===== config.mk =====
export PLATFORM = sky130hd
export DESIGN_NAME = dev_pio_out_dma_in_cmd_fsm
export DESIGN_NICKNAME = d
export VERILOG_FILES = /design/src/dev_pio_out_dma_in_cmd_fsm.v
export VERILOG_INCLUDE_DIRS = /design/src /design/src/src
export SDC_FILE = /design/constraint.sdc
export NUM_CORES = 1
export LEC_CHECK = 0
export ABC_AREA = 1
export BUFFER_PORTS_ARGS = -buffer_cell sky130_fd_sc_hd__buf_2
export CAP_MARGIN = 30
export CELL_PAD_IN_SITES_DETAIL_PLACEMENT = 0
export CELL_PAD_IN_SITES_GLOBAL_PLACEMENT = 1
export CORE_UTILIZATION = 35
export CTS_BUF_LIST = sky130_fd_sc_hd__clkbuf_4 sky130_fd_sc_hd__clkbuf_8
export CTS_CLUSTER_DIAMETER = 150
export DETAILED_ROUTE_END_ITERATION = 10
export PLACE_DENSITY = 0.8
export SLEW_MARGIN = 30
export SYNTH_ARGS = -nofsm -noshare
export SYNTH_HDL_FRONTEND = slang
export SYNTH_SLANG_ARGS = --single-unit

===== constraint.sdc =====
create_clock -name i_sys_clk -period 1.65 [get_ports i_sys_clk]
set_input_delay 0.0825 -clock i_sys_clk [delete_from_list [all_inputs] [get_ports i_sys_clk]]
set_output_delay 0.0825 -clock i_sys_clk [all_outputs]
set_load 0.1 [all_outputs]

===== src/cmd_fsm_defs.vh =====
// command-layer constants for the pio write / dma read state machines
// assumes inclusion by bare name from the design file
`ifndef CMD_FSM_DEFS_VH
`define CMD_FSM_DEFS_VH
// state codes
`define ST_IDLE        3'h0
`define ST_PIO_PREP    3'h1
`define ST_PIO_SETUP   3'h2
`define ST_PIO_RECV    3'h3
`define ST_PIO_STATUS  3'h4
`define ST_DMA_PREP    3'h5
`define ST_DMA_SEND    3'h6
`define ST_DMA_STATUS  3'h7
// frame kinds requested from the transport layer
`define FRAME_NONE     2'h0
`define FRAME_SETUP    2'h1
`define FRAME_DATA     2'h2
`define FRAME_REG      2'h3
// command classes
`define CMD_PIO_WRITE  1'b0
`define CMD_DMA_READ   1'b1
// largest dma read data frame payload in bytes
`define DMA_MAX_BYTES  14'h2000
`endif


===== src/dev_pio_out_dma_in_cmd_fsm.v =====
// device command layer: pio write and dma read protocol state machines
// assumes the transport layer answers each frame request with a one-cycle done pulse
// assumes every input comes from logic on the same clock, so none is synchronised
// assumes the caller counts blocks and raises all-done or abort as a level
// status register content beyond the interrupt bit and the setup frame busy and data request bits is built outside this block
// What this block does
// - write-class commands use pio host-to-device protocol, moving data blocks in
// - write command or more blocks needed enters preparation state
// - once ready for a block, go send a pio setup frame
// - all blocks received or error abort goes to write status state
// - setup frame initial status: busy clear, data request set
// - interrupt bit clear in first block setup frame, set in later ones
// - setup frame ending status: busy set, data request clear
// - setup frame carries the byte count of the expected block
// - after setup frame sent, receive the requested data frame
// - data frame received returns to write preparation
// - write status sends register frame with interrupt set, then idle
// - dma read commands move data blocks to host by dma
// - read data ready moves from read preparation to data send
// - all read data sent or error abort goes to read status
// - each read data frame payload is at most 8KB
// - each read data frame sent returns to read preparation
// - read status sends register frame with interrupt set, then idle
`timescale 1ns/10ps
`default_nettype none
`include "cmd_fsm_defs.vh"
module dev_pio_out_dma_in_cmd_fsm #(
  parameter CNT_W = 14
) (
  input wire i_sys_clk,
  input wire i_rst,
  input wire i_cmd_valid,
  input wire i_cmd_class,
  input wire i_blk_ready,
  input wire [CNT_W-1:0] i_blk_bytes,
  input wire i_all_done,
  input wire i_abort,
  input wire i_tl_done,
  input wire i_data_rx,
  output reg o_cmd_busy,
  output reg [1:0] o_frame_req,
  output reg [CNT_W-1:0] o_frame_bytes,
  output reg o_irq_bit,
  output reg o_init_busy,
  output reg o_init_drq,
  output reg o_end_busy,
  output reg o_end_drq,
  output reg o_recv_en,
  output reg [2:0] o_state
);


  // state codes, one per protocol state
  localparam [2:0] device_idle_state = `ST_IDLE;
  // write command states
  localparam [2:0] pio_write_prepare_state = `ST_PIO_PREP;
  localparam [2:0] pio_write_setup_send_state = `ST_PIO_SETUP;
  localparam [2:0] pio_write_receive_state = `ST_PIO_RECV;
  localparam [2:0] pio_write_status_state = `ST_PIO_STATUS;
  // read command states
  localparam [2:0] dma_read_prepare_state = `ST_DMA_PREP;
  localparam [2:0] dma_read_data_send_state = `ST_DMA_SEND;
  localparam [2:0] dma_read_status_state = `ST_DMA_STATUS;

  // largest dma read payload at the width of the byte count
  localparam [CNT_W-1:0] max_dma_bytes = `DMA_MAX_BYTES;

  // current and next protocol state
  reg [2:0] state_r;
  reg [2:0] state_nxt;
  // first write block of the running command still to be received
  reg first_blk_r;
  reg first_blk_nxt;
  // state changes on this edge, so a fresh frame request starts
  wire new_frame_w;

  // limit requested byte count to the dma frame ceiling
  // a larger count would overrun the transport layer's frame limit
  function [CNT_W-1:0] clip_bytes;
    input [CNT_W-1:0] b;
    begin
      if (b > max_dma_bytes)
        clip_bytes = max_dma_bytes;
      else
        clip_bytes = b;
    end
  endfunction

  // true in either status state, where a register frame goes out
  function is_status;
    input [2:0] s;
    begin
      is_status = (s == pio_write_status_state) || (s == dma_read_status_state);
    end
  endfunction

  // true while a write-block setup frame is requested
  function is_setup;
    input [2:0] s;
    begin
      is_setup = (s == pio_write_setup_send_state);
    end
  endfunction

  // frame kind that the transport layer is asked to move in a state
  function [1:0] frame_of;
    input [2:0] s;
    begin
      if (is_setup(s))
        frame_of = `FRAME_SETUP;
      else if (s == dma_read_data_send_state)
        frame_of = `FRAME_DATA;
      else if (is_status(s))
        frame_of = `FRAME_REG;
      else
        frame_of = `FRAME_NONE;
    end
  endfunction

  // next-state logic for both command classes
  always @*
  begin
    state_nxt = state_r;
    case (state_r)
      device_idle_state:
      begin
        // a new command is only taken while idle
        if (i_cmd_valid)
        begin
          if (i_cmd_class == `CMD_PIO_WRITE)
            state_nxt = pio_write_prepare_state;
          else
            state_nxt = dma_read_prepare_state;
        end
      end
      pio_write_prepare_state:
      begin
        // finishing or aborting wins over a ready block
        if (i_all_done || i_abort)
          state_nxt = pio_write_status_state;
        else if (i_blk_ready)
          state_nxt = pio_write_setup_send_state;
      end
      pio_write_setup_send_state:
      begin
        // wait for the transport layer to report the setup frame sent
        if (i_tl_done)
          state_nxt = pio_write_receive_state;
      end
      pio_write_receive_state:
      begin
        // only the data-received strobe ends the receive window
        if (i_data_rx)
          state_nxt = pio_write_prepare_state;
      end
      pio_write_status_state:
      begin
        // register frame with interrupt set, then back to idle
        if (i_tl_done)
          state_nxt = device_idle_state;
      end
      dma_read_prepare_state:
      begin
        // finishing or aborting wins over ready data
        if (i_all_done || i_abort)
          state_nxt = dma_read_status_state;
        else if (i_blk_ready)
          state_nxt = dma_read_data_send_state;
      end
      dma_read_data_send_state:
      begin
        // one data frame per visit, then prepare the next
        if (i_tl_done)
          state_nxt = dma_read_prepare_state;
      end
      dma_read_status_state:
      begin
        // register frame with interrupt set, then back to idle
        if (i_tl_done)
          state_nxt = device_idle_state;
      end
      default:
        // unused code: recover to idle
        state_nxt = device_idle_state;
    endcase
  end

  // first-block marker: set while idle, cleared once a write block lands
  // only the receive state clears it, so a stray strobe elsewhere is harmless
  always @*
  begin
    first_blk_nxt = first_blk_r;
    if (state_r == device_idle_state)
      first_blk_nxt = 1'b1;
    else if (state_r == pio_write_receive_state && i_data_rx)
      first_blk_nxt = 1'b0;
  end

  // a request starts whenever the state moves
  assign new_frame_w = (state_nxt != state_r);

  // state and first-block registers
  always @(posedge i_sys_clk)
  begin
    if (i_rst)
    begin
      state_r <= device_idle_state;
      first_blk_r <= 1'b1;
    end
    else
    begin
      state_r <= state_nxt;
      first_blk_r <= first_blk_nxt;
    end
  end

  // state mirror taken from the next state
  always @(posedge i_sys_clk)
  begin
    if (i_rst)
      o_state <= device_idle_state;
    else
      o_state <= state_nxt;
  end

  // busy flag, high from command taken until back in idle
  always @(posedge i_sys_clk)
  begin
    if (i_rst)
      o_cmd_busy <= 1'b0;
    else
      o_cmd_busy <= (state_nxt != device_idle_state);
  end

  // receive window for the write data frame
  always @(posedge i_sys_clk)
  begin
    if (i_rst)
      o_recv_en <= 1'b0;
    else
      o_recv_en <= (state_nxt == pio_write_receive_state);
  end

  // frame request towards the transport layer, held until it reports done
  always @(posedge i_sys_clk)
  begin
    if (i_rst)
      o_frame_req <= `FRAME_NONE;
    else
      o_frame_req <= frame_of(state_nxt);
  end

  // initial status of a setup frame: busy clear, data request set
  always @(posedge i_sys_clk)
  begin
    if (i_rst)
    begin
      o_init_busy <= 1'b0;
      o_init_drq <= 1'b0;
    end
    else
    begin
      o_init_busy <= 1'b0;
      o_init_drq <= is_setup(state_nxt);
    end
  end

  // ending status of a setup frame: busy set, data request clear
  always @(posedge i_sys_clk)
  begin
    if (i_rst)
    begin
      o_end_busy <= 1'b0;
      o_end_drq <= 1'b0;
    end
    else
    begin
      o_end_busy <= is_setup(state_nxt);
      o_end_drq <= 1'b0;
    end
  end

  // interrupt bit: clear on the first setup frame, set on later ones and on status
  always @(posedge i_sys_clk)
  begin
    if (i_rst)
      o_irq_bit <= 1'b0;
    else if (is_setup(state_nxt))
      o_irq_bit <= ~first_blk_nxt;
    else if (is_status(state_nxt))
      o_irq_bit <= 1'b1;
    else
      o_irq_bit <= 1'b0;
  end

  // byte count sampled on the edge that enters setup or data send, then held
  always @(posedge i_sys_clk)
  begin
    if (i_rst)
      o_frame_bytes <= {CNT_W{1'b0}};
    else if (new_frame_w && is_setup(state_nxt))
      o_frame_bytes <= i_blk_bytes;
    else if (new_frame_w && state_nxt == dma_read_data_send_state)
      o_frame_bytes <= clip_bytes(i_blk_bytes);
  end

endmodule // dev_pio_out_dma_in_cmd_fsm
`default_nettype wire


==> results of run 1 <==
power groups by stage:
stage / logic, mW / registers (mW) / clock network, mW
4_1_cts: 2.17 / 0.832 / 0.535
3_5_place_dp: 2.14 / 0.844 / 0
6_report: 2.63 / 0.825 / 0.529
2_1_floorplan: 0.818 / 1.71 / 0
3_3_place_gp: 2.14 / 0.846 / 0
5_1_grt: 2.80 / 0.844 / 0.566
layer usage:
layer | GRT usage | share of wire
met3 | 0.0483 | 0.049
met5 | 0 | 0
met2 | 0.256 | 0.45
met4 | 0.0479 | 0.0090
met1 | 0.212 | 0.49
worst register-to-register path: cells and delay by family, from the launching register on:
| kind | cells | cell delay, ns |
|---|---|---|
| DFF | 1 | 0.42 |
| AOI/OAI and AO/OA | 1 | 0.11 |
| buffers and inverters | 2 | 0.27 |
| and+or+nand+nor | 10 | 0.77 |
registers in the layout, indices dropped and copies added, names as in the netlist:
name and flops:
first_blk_r 1, o_cmd_busy 1, o_end_busy 1, o_frame_bytes 14
o_frame_req 2, o_irq_bit 1, o_recv_en 1, o_state 3
stage by stage:
| step | util | setup TNS (ns) | area (sq um) |
|---|---|---|---|
| finish | 0.551 | 0 | 2090 |
| global route | 0.551 | -1.33 | 2090 |
| CTS | 0.496 | 0 | 1890 |
| detailed placement | 0.475 | -0.268 | 1800 |
| global placement | 0.475 | -0.378 | 1800 |
| floorplan | - | -1.61 | 1470 |
repair_timing:
item	4_1_cts	5_1_grt
resized for setup	2	37
buffers inserted	0	6
pin swaps	0	10
endpoints found under the setup margin	13	19
gates cloned	0	3
final cells by class:
class | instances | share of cell area
multi-input combinational | 160 | 0.409
sequential | 24 | 0.235
timing repair buffer | 70 | 0.215
inverter | 41 | 0.0783
tap | 48 | 0.0287
clock buffer | 3 | 0.0197
clock inverter | 1 | 0.0143
cell families after synthesis:
family	Yosys count	share of synthesized area
buffers and inverters	51	0.171
AND/OR/NAND/NOR	147	0.463
flip-flops	24	0.332
other	1	0.00259
AO/OA/AOI/OAI	8	0.0312
worst min path at each step:
stage               depth (start not counted)               endpoint  slack [ns]
floorplan                                   1  o_state[0]$_SDFF_PP0_        0.15
global placement                            2  o_state[1]$_SDFF_PP0_        0.31
detailed placement                          2  o_state[0]$_SDFF_PP0_        0.31
CTS                                         2  o_state[0]$_SDFF_PP0_        0.02
global route                                2  o_state[0]$_SDFF_PP0_        0.02
finish                                      2  o_state[0]$_SDFF_PP0_        0.02
layout by cell type, fill, tap and decap left out, drive strengths merged, types with 2 or more instances in the layout:
cell type and instances:
nor3 2, nor4 2, a21oi 3, buf 70, clkbuf 3, conb 2
o21ai 4, dfxtp 24, nor2 44, nand3 12, nand2 79, nand4 6
inv 41
==> reports/qor.csv, run 1 <==
stage,metric,value,unit
status,outcome,"complete, no violations",
timing,hold-worst-slack,0.0235,ns
route,vias,1532,
die,die_w,66.3,um
die,die_y,66.3,um
synthesis,yosys_warnings,0,
critical_path,worst_path_max_delay_cell,dfxtp_4,
critical_path,worstPathCellList,"buf_6, nand2_2, nand2_2, nand2_2, nand2_2, nand2_2, nand2_2, nand2_2, nor2_4, nand2_8, buf_6, a21oi_1, nor2_1",
critical_path,crit_arrival,1.82,ns
synthesis,synth_top_area_share,0.332,
synthesis,async_reset_ff_frac,0,
place,dpl.cell_count,334,
critical_path,r2r-end,o_frame_bytes[13]$_SDFFE_PP0P_,
layout,diodes,0,
critical_path,endpoint_kind,flip-flop,
synthesis,synth_seq_area_share,0.332,
critical_path,crit_fanout,5,
global_route,grt_max_degree,27,
synthesis,ys_top_cells_by_count,"nand2_1 (70), nor2_1 (41), inv_1 (38)",
power_and_ir_drop,seq_power_share,0.207,
synthesis,synth_area_leader_cell,dfxtp_1,
critical_path,slowest_delay,0.42,ns
place,place.gp.congestion,0.824,
die,coreArea,0.00380,sq mm
layout,drive_above_1_share,0.381,
layout,regArea,492,sq um
die,die_area,0.00439,sq mm
power_and_ir_drop,power_frac_clock,0.133,
timing,finalHoldViolations,0,
timing,fmax,0.609,GHz
power_and_ir_drop,finalPower,3.98,mW
route,drc_errors,0,
synthesis,syn-cell-area,0.00145,sq mm
critical_path,reg2regPathDepth,13,
route,firstDrtPassIters,4,
power_and_ir_drop,powerDensity,1900,mW/mm^2
route,drt_wl_total,3780,um
layout,nets,323,
critical_path,path_class,flip-flop to flip-flop,
critical_path,cp-start-kind,flip-flop,
synthesis,synth_edf_count,0,
synthesis,ys_ff_latch,24,
timing,finalSetupViolCount,0,
place,hpwl,2520,um
route,vias_per_cell,4.41,
timing,setup_ws,0.00868,ns
synthesis,syn_inst,231,
synthesis,synth.area.top_cells,"dfxtp_1 (33%), nand2_1 (18%), nor2_1 (11%)",
cts,h-tree-depth,1,
layout,multi_input_area,857,sq um
timing,fin_crit,1.64,ns
min_path,hold_path.class,primary input to flip-flop,
cts,postCtsHoldBufs,0,
route,first_iter_violations,60,
timing,rsz0062_at_grt,yes,
timing,skew,0.00872,ns
min_path,worstHoldStart,i_rst,
place,dpl_worst_slack,-0.0271,ns
die,io_pins,49,
cts,cts_tree,built,
global_route,grt_usage,0.163,
critical_path,crit_family,simple AND/OR/NAND/NOR gates,
critical_path,critPathBufInv,2,
global_route,grt-ovfl-total,0,
critical_path,worst-path-stages,13,
critical_path,critPathRequiredTime,1.83,ns
cts,clock_latency,0.28,ns
power_and_ir_drop,swShare,0.545,
die,start_util,0.380,
synthesis,yosysMostFrequentCell,nand2_1,
power_and_ir_drop,peakVddDrop,1.45,mV
route,ant_nets,0,
layout,n_fill_cell,384,
synthesis,avgSynthCellArea,6.26,sq um
layout,fin_cells,347,
synthesis,synthFlopType,dfxtp_1,
synthesis,synthDistinctLibCells,30,
cts,clk_pin_slew,0.09,ns
job,drv_cap,0,
route,wire_per_inst,10.9,um
timing,maxSlewViolCount,0,
critical_path,startpoint,o_state[0]$_SDFF_PP0_,
cts,clkSinkCount,24,
global_route,grt_pass1_wl,5490,um
timing,fin_crit_sh,0.995,
critical_path,crit_end,o_frame_bytes[13]$_SDFFE_PP0P_,
die,rows,22,
cts,clockBufferDepth,2,
layout,areaGrowthSynthToFinish,44.8,%
global_route,antenna_found_initial,0,
critical_path,critPathMostFrequentCell,nand2_2,
global_route,grt_pass1_vias,1295,
critical_path,r2r-start,o_state[0]$_SDFF_PP0_,
power_and_ir_drop,p_leak,1.21,nW
critical_path,r2r_slack,0.009,ns
power_and_ir_drop,p_int,1.81,mW
power_and_ir_drop,combinationalPowerShare,0.660,
cts,cts-root-buf,clkbuf_8,
power_and_ir_drop,switchingPower,2.17,mW
cts,numCtsBuffers,3,
place,portBuffers,46,
Note: power is estimated with default switching activity, not from simulation.
==> run 2, diff against run 1 <==
--- a/config.mk
+++ b/config.mk
@@ -15,7 +15,7 @@
 export CTS_BUF_LIST = sky130_fd_sc_hd__clkbuf_4 sky130_fd_sc_hd__clkbuf_8
 export CTS_CLUSTER_DIAMETER = 150
 export DETAILED_ROUTE_END_ITERATION = 10
-export PLACE_DENSITY = 0.8
+export PLACE_DENSITY = 0.93
 export SLEW_MARGIN = 30
 export SYNTH_ARGS = -nofsm -noshare
 export SYNTH_HDL_FRONTEND = slang
==> run 2 against run 1 <==
The flow now finishes with violations (setup timing). Design area is 6.0% lower. Die area did not move. Register-to-register slack worse by 0.03 ns. Sequential power barely moved. Flip-flop and latch count is the same. Fmax fell by 1.7%. Combinational power fell by 11%. Utilization fell by 3.3 points. Non-clock buffer count down 4. Worst hold slack gained 0.0096 ns. Via count decreased by 0.91%. Largest power group unchanged.
==> reports/qor.csv, run 2 (synthesis gave the netlist of run 1 again) <==
stage,metric,value,unit,change
power_and_ir_drop,seq_power_share,0.236,,was 0.207
route,first_iter_violations,87,,was 60
global_route,grt_pass1_wl,5530,um,was 5490 um
layout,most-common-layout-cells,"nand2_1 (66), buf_2 (46), nor2_1 (39), inv_1 (36), dfxtp_1 (21)",,"was nand2_1 (62), buf_2 (46), nor2_1 (37), inv_1 (36), dfxtp_1 (21)"
place,dpl.cell_count,328,,was 334
global_route,antenna_found_initial,0,,unchanged
global_route,grt_pass1_vias,1296,,was 1295
power_and_ir_drop,peakVddDrop,1.09,mV,was 1.45 mV
critical_path,r2r_slack,-0.02,ns,was 0.009 ns
power_and_ir_drop,p_leak,1.17,nW,was 1.21 nW
route,drt_wl_total,3600,um,was 3780 um
critical_path,crit_fanout,6,,was 5
min_path,whs_path_depth,2,,unchanged
timing,maxSlewViolCount,0,,unchanged
power_and_ir_drop,switchingPower,2.03,mW,was 2.17 mW
place,dpl_worst_slack,-0.0294,ns,was -0.0271 ns
layout,final_util,0.518,,was 0.551
die,die_area,0.00439,sq mm,unchanged
power_and_ir_drop,powerDensity,1780,mW/mm^2,was 1900 mW/mm^2
layout,areaGrowthSynthToFinish,36.1,%,was 44.8%
timing,setup_tns,-0.0453,ns,was 0 ns
critical_path,r2r-end,o_irq_bit$_SDFF_PP0_,,was o_frame_bytes[13]$_SDFFE_PP0P_
power_and_ir_drop,combinationalPowerShare,0.666,,was 0.660
route,wire_per_inst,10.5,um,was 10.9 um
die,die_y,66.3,um,unchanged
layout,diodes,0,,unchanged
layout,final_common_cell,nand2_1,,unchanged
route,firstDrtPassIters,4,,unchanged
global_route,grt-ovfl-total,0,,unchanged
cts,h-tree-depth,1,,unchanged
layout,largest-register,o_frame_bytes,,unchanged
place,place.gp.congestion,0.838,,was 0.824
min_path,worstHoldStart,i_rst,,unchanged
critical_path,startpoint,o_state[1]$_SDFF_PP0_,,was o_state[0]$_SDFF_PP0_
layout,largest_register_ff_count,14,,unchanged
route,vias_per_cell,4.44,,was 4.41
global_route,grt_usage,0.166,,was 0.163
critical_path,endpoint_kind,flip-flop,,unchanged
die,die_w,66.3,um,unchanged
cts,cts_tree,built,,unchanged
timing,finalSetupViolCount,8,,was 0
status,violations,setup timing,,
layout,n_fill_cell,387,,was 384
global_route,grt_max_degree,27,,unchanged
critical_path,crit_arrival,1.88,ns,was 1.82 ns
cts,clock_latency,0.27,ns,was 0.28 ns
timing,fin_crit_sh,1.01,,was 0.995
power_and_ir_drop,swShare,0.579,,was 0.545
cts,cts-root-buf,clkbuf_8,,unchanged
cts,clkSinkCount,24,,unchanged
die,rows,22,,unchanged
min_path,hold_path.class,primary input to flip-flop,,unchanged
timing,fin_crit,1.67,ns,was 1.64 ns
layout,drive_above_1_share,0.344,,was 0.381
min_path,holdPathEnd,o_state[0]$_SDFF_PP0_,,unchanged
route,ant_nets,0,,unchanged
power_and_ir_drop,power_frac_clock,0.098,,was 0.133
layout,fin_cells,342,,was 347
timing,finalHoldViolations,0,,unchanged
critical_path,cp-start-kind,flip-flop,,unchanged
critical_path,path_class,flip-flop to flip-flop,,unchanged
route,vias,1518,,was 1532
cts,clk_pin_slew,0.08,ns,was 0.09 ns
die,start_util,0.380,,unchanged
job,drv_cap,0,,unchanged
timing,setup_ws,-0.0192,ns,was 0.00868 ns
layout,nets,318,,was 323
timing,fmax,0.599,GHz,was 0.609 GHz
timing,skew,0.00417,ns,was 0.00872 ns
place,portBuffers,46,,unchanged
layout,reg_top3,"o_frame_bytes (14), o_state (3), o_frame_req (2)",,unchanged
status,outcome,finished with violations,,"was complete, no violations"
die,coreArea,0.00380,sq mm,unchanged
place,hpwl,2550,um,was 2520 um
critical_path,reg2regPathDepth,11,,was 13
die,io_pins,49,,unchanged
cts,postCtsHoldBufs,0,,unchanged
timing,rsz0062_at_grt,yes,,unchanged
route,drc_errors,0,,unchanged
cts,clockBufferDepth,2,,unchanged
critical_path,critPathRequiredTime,1.86,ns,was 1.83 ns
critical_path,r2r-start,o_state[1]$_SDFF_PP0_,,was o_state[0]$_SDFF_PP0_
power_and_ir_drop,p_int,1.48,mW,was 1.81 mW
cts,numCtsBuffers,3,,unchanged
run 2: worst max-delay path: stages, from the launching register on:
cell     delay, ns
dfxtp_4       0.37
buf_6         0.14
o21ai_0       0.21
nand2_2       0.09
nand2_2       0.07
buf_4         0.12
inv_1         0.05
nor2_1        0.16
o21ai_0       0.11
inv_1         0.08
o21ai_0       0.12
nand2_1       0.09
run 2: power by group through the flow:
| stage | Sequential, mW | Combinational [mW] | Clock, mW |
|---|---|---|---|
| after floorplan | 1.71 | 0.818 | 0 |
| after CTS | 0.825 | 2.08 | 0.356 |
| after detailed placement | 0.836 | 2.05 | 0 |
| after global routing | 0.844 | 2.50 | 0.385 |
| after global placement | 0.837 | 2.05 | 0 |
| final | 0.827 | 2.34 | 0.345 |
run 2: final cells by class:
| cell class | count | area (sq um) | share of cell area |
|---|---|---|---|
| well taps | 48 | 60.1 | 0.0305 |
| clock buffers | 3 | 41.3 | 0.0210 |
| multi-input cells | 159 | 808 | 0.411 |
| inverters | 41 | 166 | 0.0846 |
| clock inverters | 1 | 3.75 | 0.00191 |
| repair buffers | 66 | 395 | 0.201 |
| flip-flops and latches | 24 | 492 | 0.250 |
run 2: worst max-delay path by stage:
stage / endpoint / slack [ns] / depth (start not counted)
detailed placement: o_frame_bytes[4]$_SDFFE_PP0P_ / -0.03 / 14
finish: o_irq_bit$_SDFF_PP0_ / -0.02 / 11
global route: o_frame_bytes[0]$_SDFFE_PP0P_ / -0.12 / 10
CTS: o_frame_bytes[6]$_SDFFE_PP0P_ / 0.009 / 11
global placement: o_frame_bytes[5]$_SDFFE_PP0P_ / -0.04 / 14
floorplan: o_frame_bytes[1]$_SDFFE_PP0P_ / -0.13 / 14
run 2: routing by layer:
layer	up-vias	wire length [um]	GRT usage
met4	0	52	0.0559
li1	816	-	-
met2	43	1660	0.256
met1	654	1680	0.222
met5	-	0	0
met3	5	201	0.0414
run 2: through the flow:
| step | total power [mW] | hold slack [ns] | cell area, sq um |
|---|---|---|---|
| after global placement | 2.88 | 0.307 | 1760 |
| after detailed placement | 2.89 | 0.317 | 1760 |
| after CTS | 3.26 | 0.0284 | 1810 |
| after floorplan | 2.53 | 0.145 | 1470 |
| after global routing | 3.73 | 0.0410 | 1970 |
| final | 3.51 | 0.0331 | 1970 |
run 2: repair_timing:
action / CTS / global route
pin swaps: 0 / 10
cloned: 0 / 2
setup buffers: 0 / 8
setup endpoints to repair: 15 / 15
gates resized for setup: 2 / 21
==> run 3, diff against run 2 <==
--- a/config.mk
+++ b/config.mk
@@ -11,6 +11,7 @@
 export CAP_MARGIN = 30
 export CELL_PAD_IN_SITES_DETAIL_PLACEMENT = 0
 export CELL_PAD_IN_SITES_GLOBAL_PLACEMENT = 1
+export CORE_MARGIN = 2
 export CORE_UTILIZATION = 35
 export CTS_BUF_LIST = sky130_fd_sc_hd__clkbuf_4 sky130_fd_sc_hd__clkbuf_8
 export CTS_CLUSTER_DIAMETER = 150
==> run 3 against run 2 <==
The run still ends with setup timing left. Worst setup slack worse by 0.022 ns. Utilization down 2.1 points. Largest cell class unchanged. First-iteration DRC count down 10%. Via count up 0.59%. Combinational power up 5%. Critical path depth up 2.
==> reports/qor.csv, run 3 (synthesis gave the netlist of run 1 again) <==
stage,metric,value,unit,change
status,outcome,finished with violations,,unchanged
status,violations,setup timing,,unchanged
place,dpl_worst_slack,-0.0280,ns,was -0.0294 ns
route,ant_nets,0,,unchanged
layout,drive_above_1_share,0.351,,was 0.344
layout,areaGrowthSynthToFinish,37.4,%,was 36.1%
layout,reg_top3,"o_frame_bytes (14), o_state (3), o_frame_req (2)",,unchanged
cts,cts-root-buf,clkbuf_8,,unchanged
critical_path,critPathRequiredTime,1.85,ns,was 1.86 ns
layout,largest_register_ff_count,14,,unchanged
critical_path,crit_family,simple AND/OR/NAND/NOR gates,,was compound AO/OA/AOI/OAI gates
die,die_area,0.00466,sq mm,was 0.00439 sq mm
timing,rsz0062_at_grt,yes,,unchanged
die,die_w,68.3,um,was 66.3 um
die,die_y,68.3,um,was 66.3 um
die,io_pins,49,,unchanged
global_route,antenna_found_initial,0,,unchanged
timing,fmax,0.591,GHz,was 0.599 GHz
cts,clock_latency,0.26,ns,was 0.27 ns
timing,worst_pin_slew,0.520,ns,
route,firstDrtPassIters,4,,unchanged
timing,maxSlewViolCount,0,,unchanged
power_and_ir_drop,peakVddDrop,1.26,mV,was 1.09 mV
place,placed_area,0.00176,sq mm,about the same
timing,skew,0.00119,ns,was 0.00417 ns
timing,fin_crit_sh,1.03,,was 1.01
place,hpwl,2470,um,was 2550 um
die,start_util,0.361,,was 0.380
job,drv_cap,0,,unchanged
layout,final_common_cell,nand2_1,,unchanged
die,rows,23,,was 22
layout,final_util,0.496,,was 0.518
die,coreArea,0.00400,sq mm,was 0.00380 sq mm
layout,nets,320,,was 318
cts,cts_tree,built,,unchanged
timing,fin_crit,1.69,ns,was 1.67 ns
critical_path,endpoint_kind,flip-flop,,unchanged
power_and_ir_drop,powerDensity,1840,mW/mm^2,was 1780 mW/mm^2
critical_path,crit_fanout,7,,was 6
critical_path,worst_path_max_delay_cell,dfxtp_4,,unchanged
cts,h-tree-depth,1,,unchanged
critical_path,worstPathCellList,"buf_6, nor2_4, nand3_1, nand2_1, inv_1, nand3_4, nand3_2, nand2_2, nand2_4, buf_4, nand2_4, nor2_1, nor2_1",,"was buf_6, o21ai_0, nand2_2, nand2_2, buf_4, inv_1, nor2_1, o21ai_0, inv_1, o21ai_0, nand2_1"
route,vias_per_cell,4.41,,was 4.44
cts,numCtsBuffers,3,,unchanged
timing,relSlewSlack,0.653,,
place,portBuffers,46,,unchanged
layout,largest-register,o_frame_bytes,,unchanged
timing,setup_ws,-0.0415,ns,was -0.0192 ns
cts,clkSinkCount,24,,unchanged
global_route,grt_pass1_vias,1235,,was 1296
place,dpl.cell_count,330,,was 328
route,vias,1527,,was 1518
cts,clockBufferDepth,2,,unchanged
layout,fin_cells,346,,was 342
critical_path,path_class,flip-flop to flip-flop,,unchanged
global_route,grt_max_degree,27,,unchanged
layout,n_fill_cell,399,,was 387
power_and_ir_drop,finalPower,3.65,mW,was 3.51 mW
min_path,hold_path.class,primary input to flip-flop,,unchanged
route,first_iter_violations,78,,was 87
timing,finalHoldViolations,0,,unchanged
global_route,grt-ovfl-total,0,,unchanged
route,drt_wl_total,3610,um,was 3600 um
timing,hold-worst-slack,0.0328,ns,was 0.0331 ns
route,wire_per_inst,10.4,um,was 10.5 um
layout,diodes,0,,unchanged
cts,clk_pin_slew,0.08,ns,about the same
global_route,grt_pass1_wl,5020,um,was 5530 um
critical_path,critPathBufInv,3,,was 4
critical_path,crit_arrival,1.89,ns,was 1.88 ns
timing,setup_tns,-0.393,ns,was -0.0453 ns
layout,design_area,0.00199,sq mm,was 0.00197 sq mm
power_and_ir_drop,p_leak,1.18,nW,was 1.17 nW
route,drc_errors,0,,unchanged
timing,finalSetupViolCount,14,,was 8
place,place.gp.congestion,0.783,,was 0.838
critical_path,cp-start-kind,flip-flop,,unchanged
layout,most-common-layout-cells,"nand2_1 (65), buf_2 (46), nor2_1 (39), inv_1 (37), dfxtp_1 (21)",,"was nand2_1 (66), buf_2 (46), nor2_1 (39), inv_1 (36), dfxtp_1 (21)"
global_route,grt_usage,0.140,,was 0.166
critical_path,slowest_delay,0.37,ns,about the same
==> run 3: cell type report <==
class / count / area (sq um) / area share
clock buffer: 4 / 48.8 / 0.0246
timing repair buffer: 67 / 412 / 0.207
tap: 50 / 62.6 / 0.0315
multi-input combinational: 160 / 807 / 0.406
inverter: 41 / 164 / 0.0825
sequential: 24 / 492 / 0.248
==> run 3: repair_timing <==
action / CTS / global route
cloned: 0 / 3
buffers inserted: 0 / 9
hold buffers: 0 / 0
pin swaps: 1 / 13
gates resized for setup: 1 / 21
setup endpoints to repair: 13 / 16
==> run 3: report_power, final <==
part	internal (mW)	switching (mW)
clock	0.189	0.176
combinational	0.684	1.77
sequential	0.721	0.112
total	1.59	2.06
==> run 3: final timing paths <==
check	slack, ns	cells past startpoint	startpoint	to
setup reg to reg	-0.04	13	o_state[1]$_SDFF_PP0_	o_frame_bytes[1]$_SDFFE_PP0P_
hold / removal	0.03	2	i_rst	o_state[0]$_SDFF_PP0_
setup / recovery	-0.04	13	o_state[1]$_SDFF_PP0_	o_frame_bytes[1]$_SDFFE_PP0P_
hold reg to reg	0.46	2	first_blk_r$_SDFF_PP1_	first_blk_r$_SDFF_PP1_
==> run 3: routing by layer <==
layer / GRT usage / routed length, um / vias up
met5: 0 / 0 / -
met4: 0.0150 / 9 / 0
met3: 0.0411 / 194 / 2
met2: 0.249 / 1740 / 36
met1: 0.172 / 1670 / 664
li1: - / - / 825
==> run 3: worst register-to-register path, stage by stage, from the launching register on <==
cell and delay [ns]:
dfxtp_4 0.37, buf_6 0.13, nor2_4 0.11, nand3_1 0.08, nand2_1 0.08, inv_1 0.06
nand3_4 0.10, nand3_2 0.10, nand2_2 0.09, nand2_4 0.11, buf_4 0.17, nand2_4 0.09
nor2_1 0.05, nor2_1 0.10
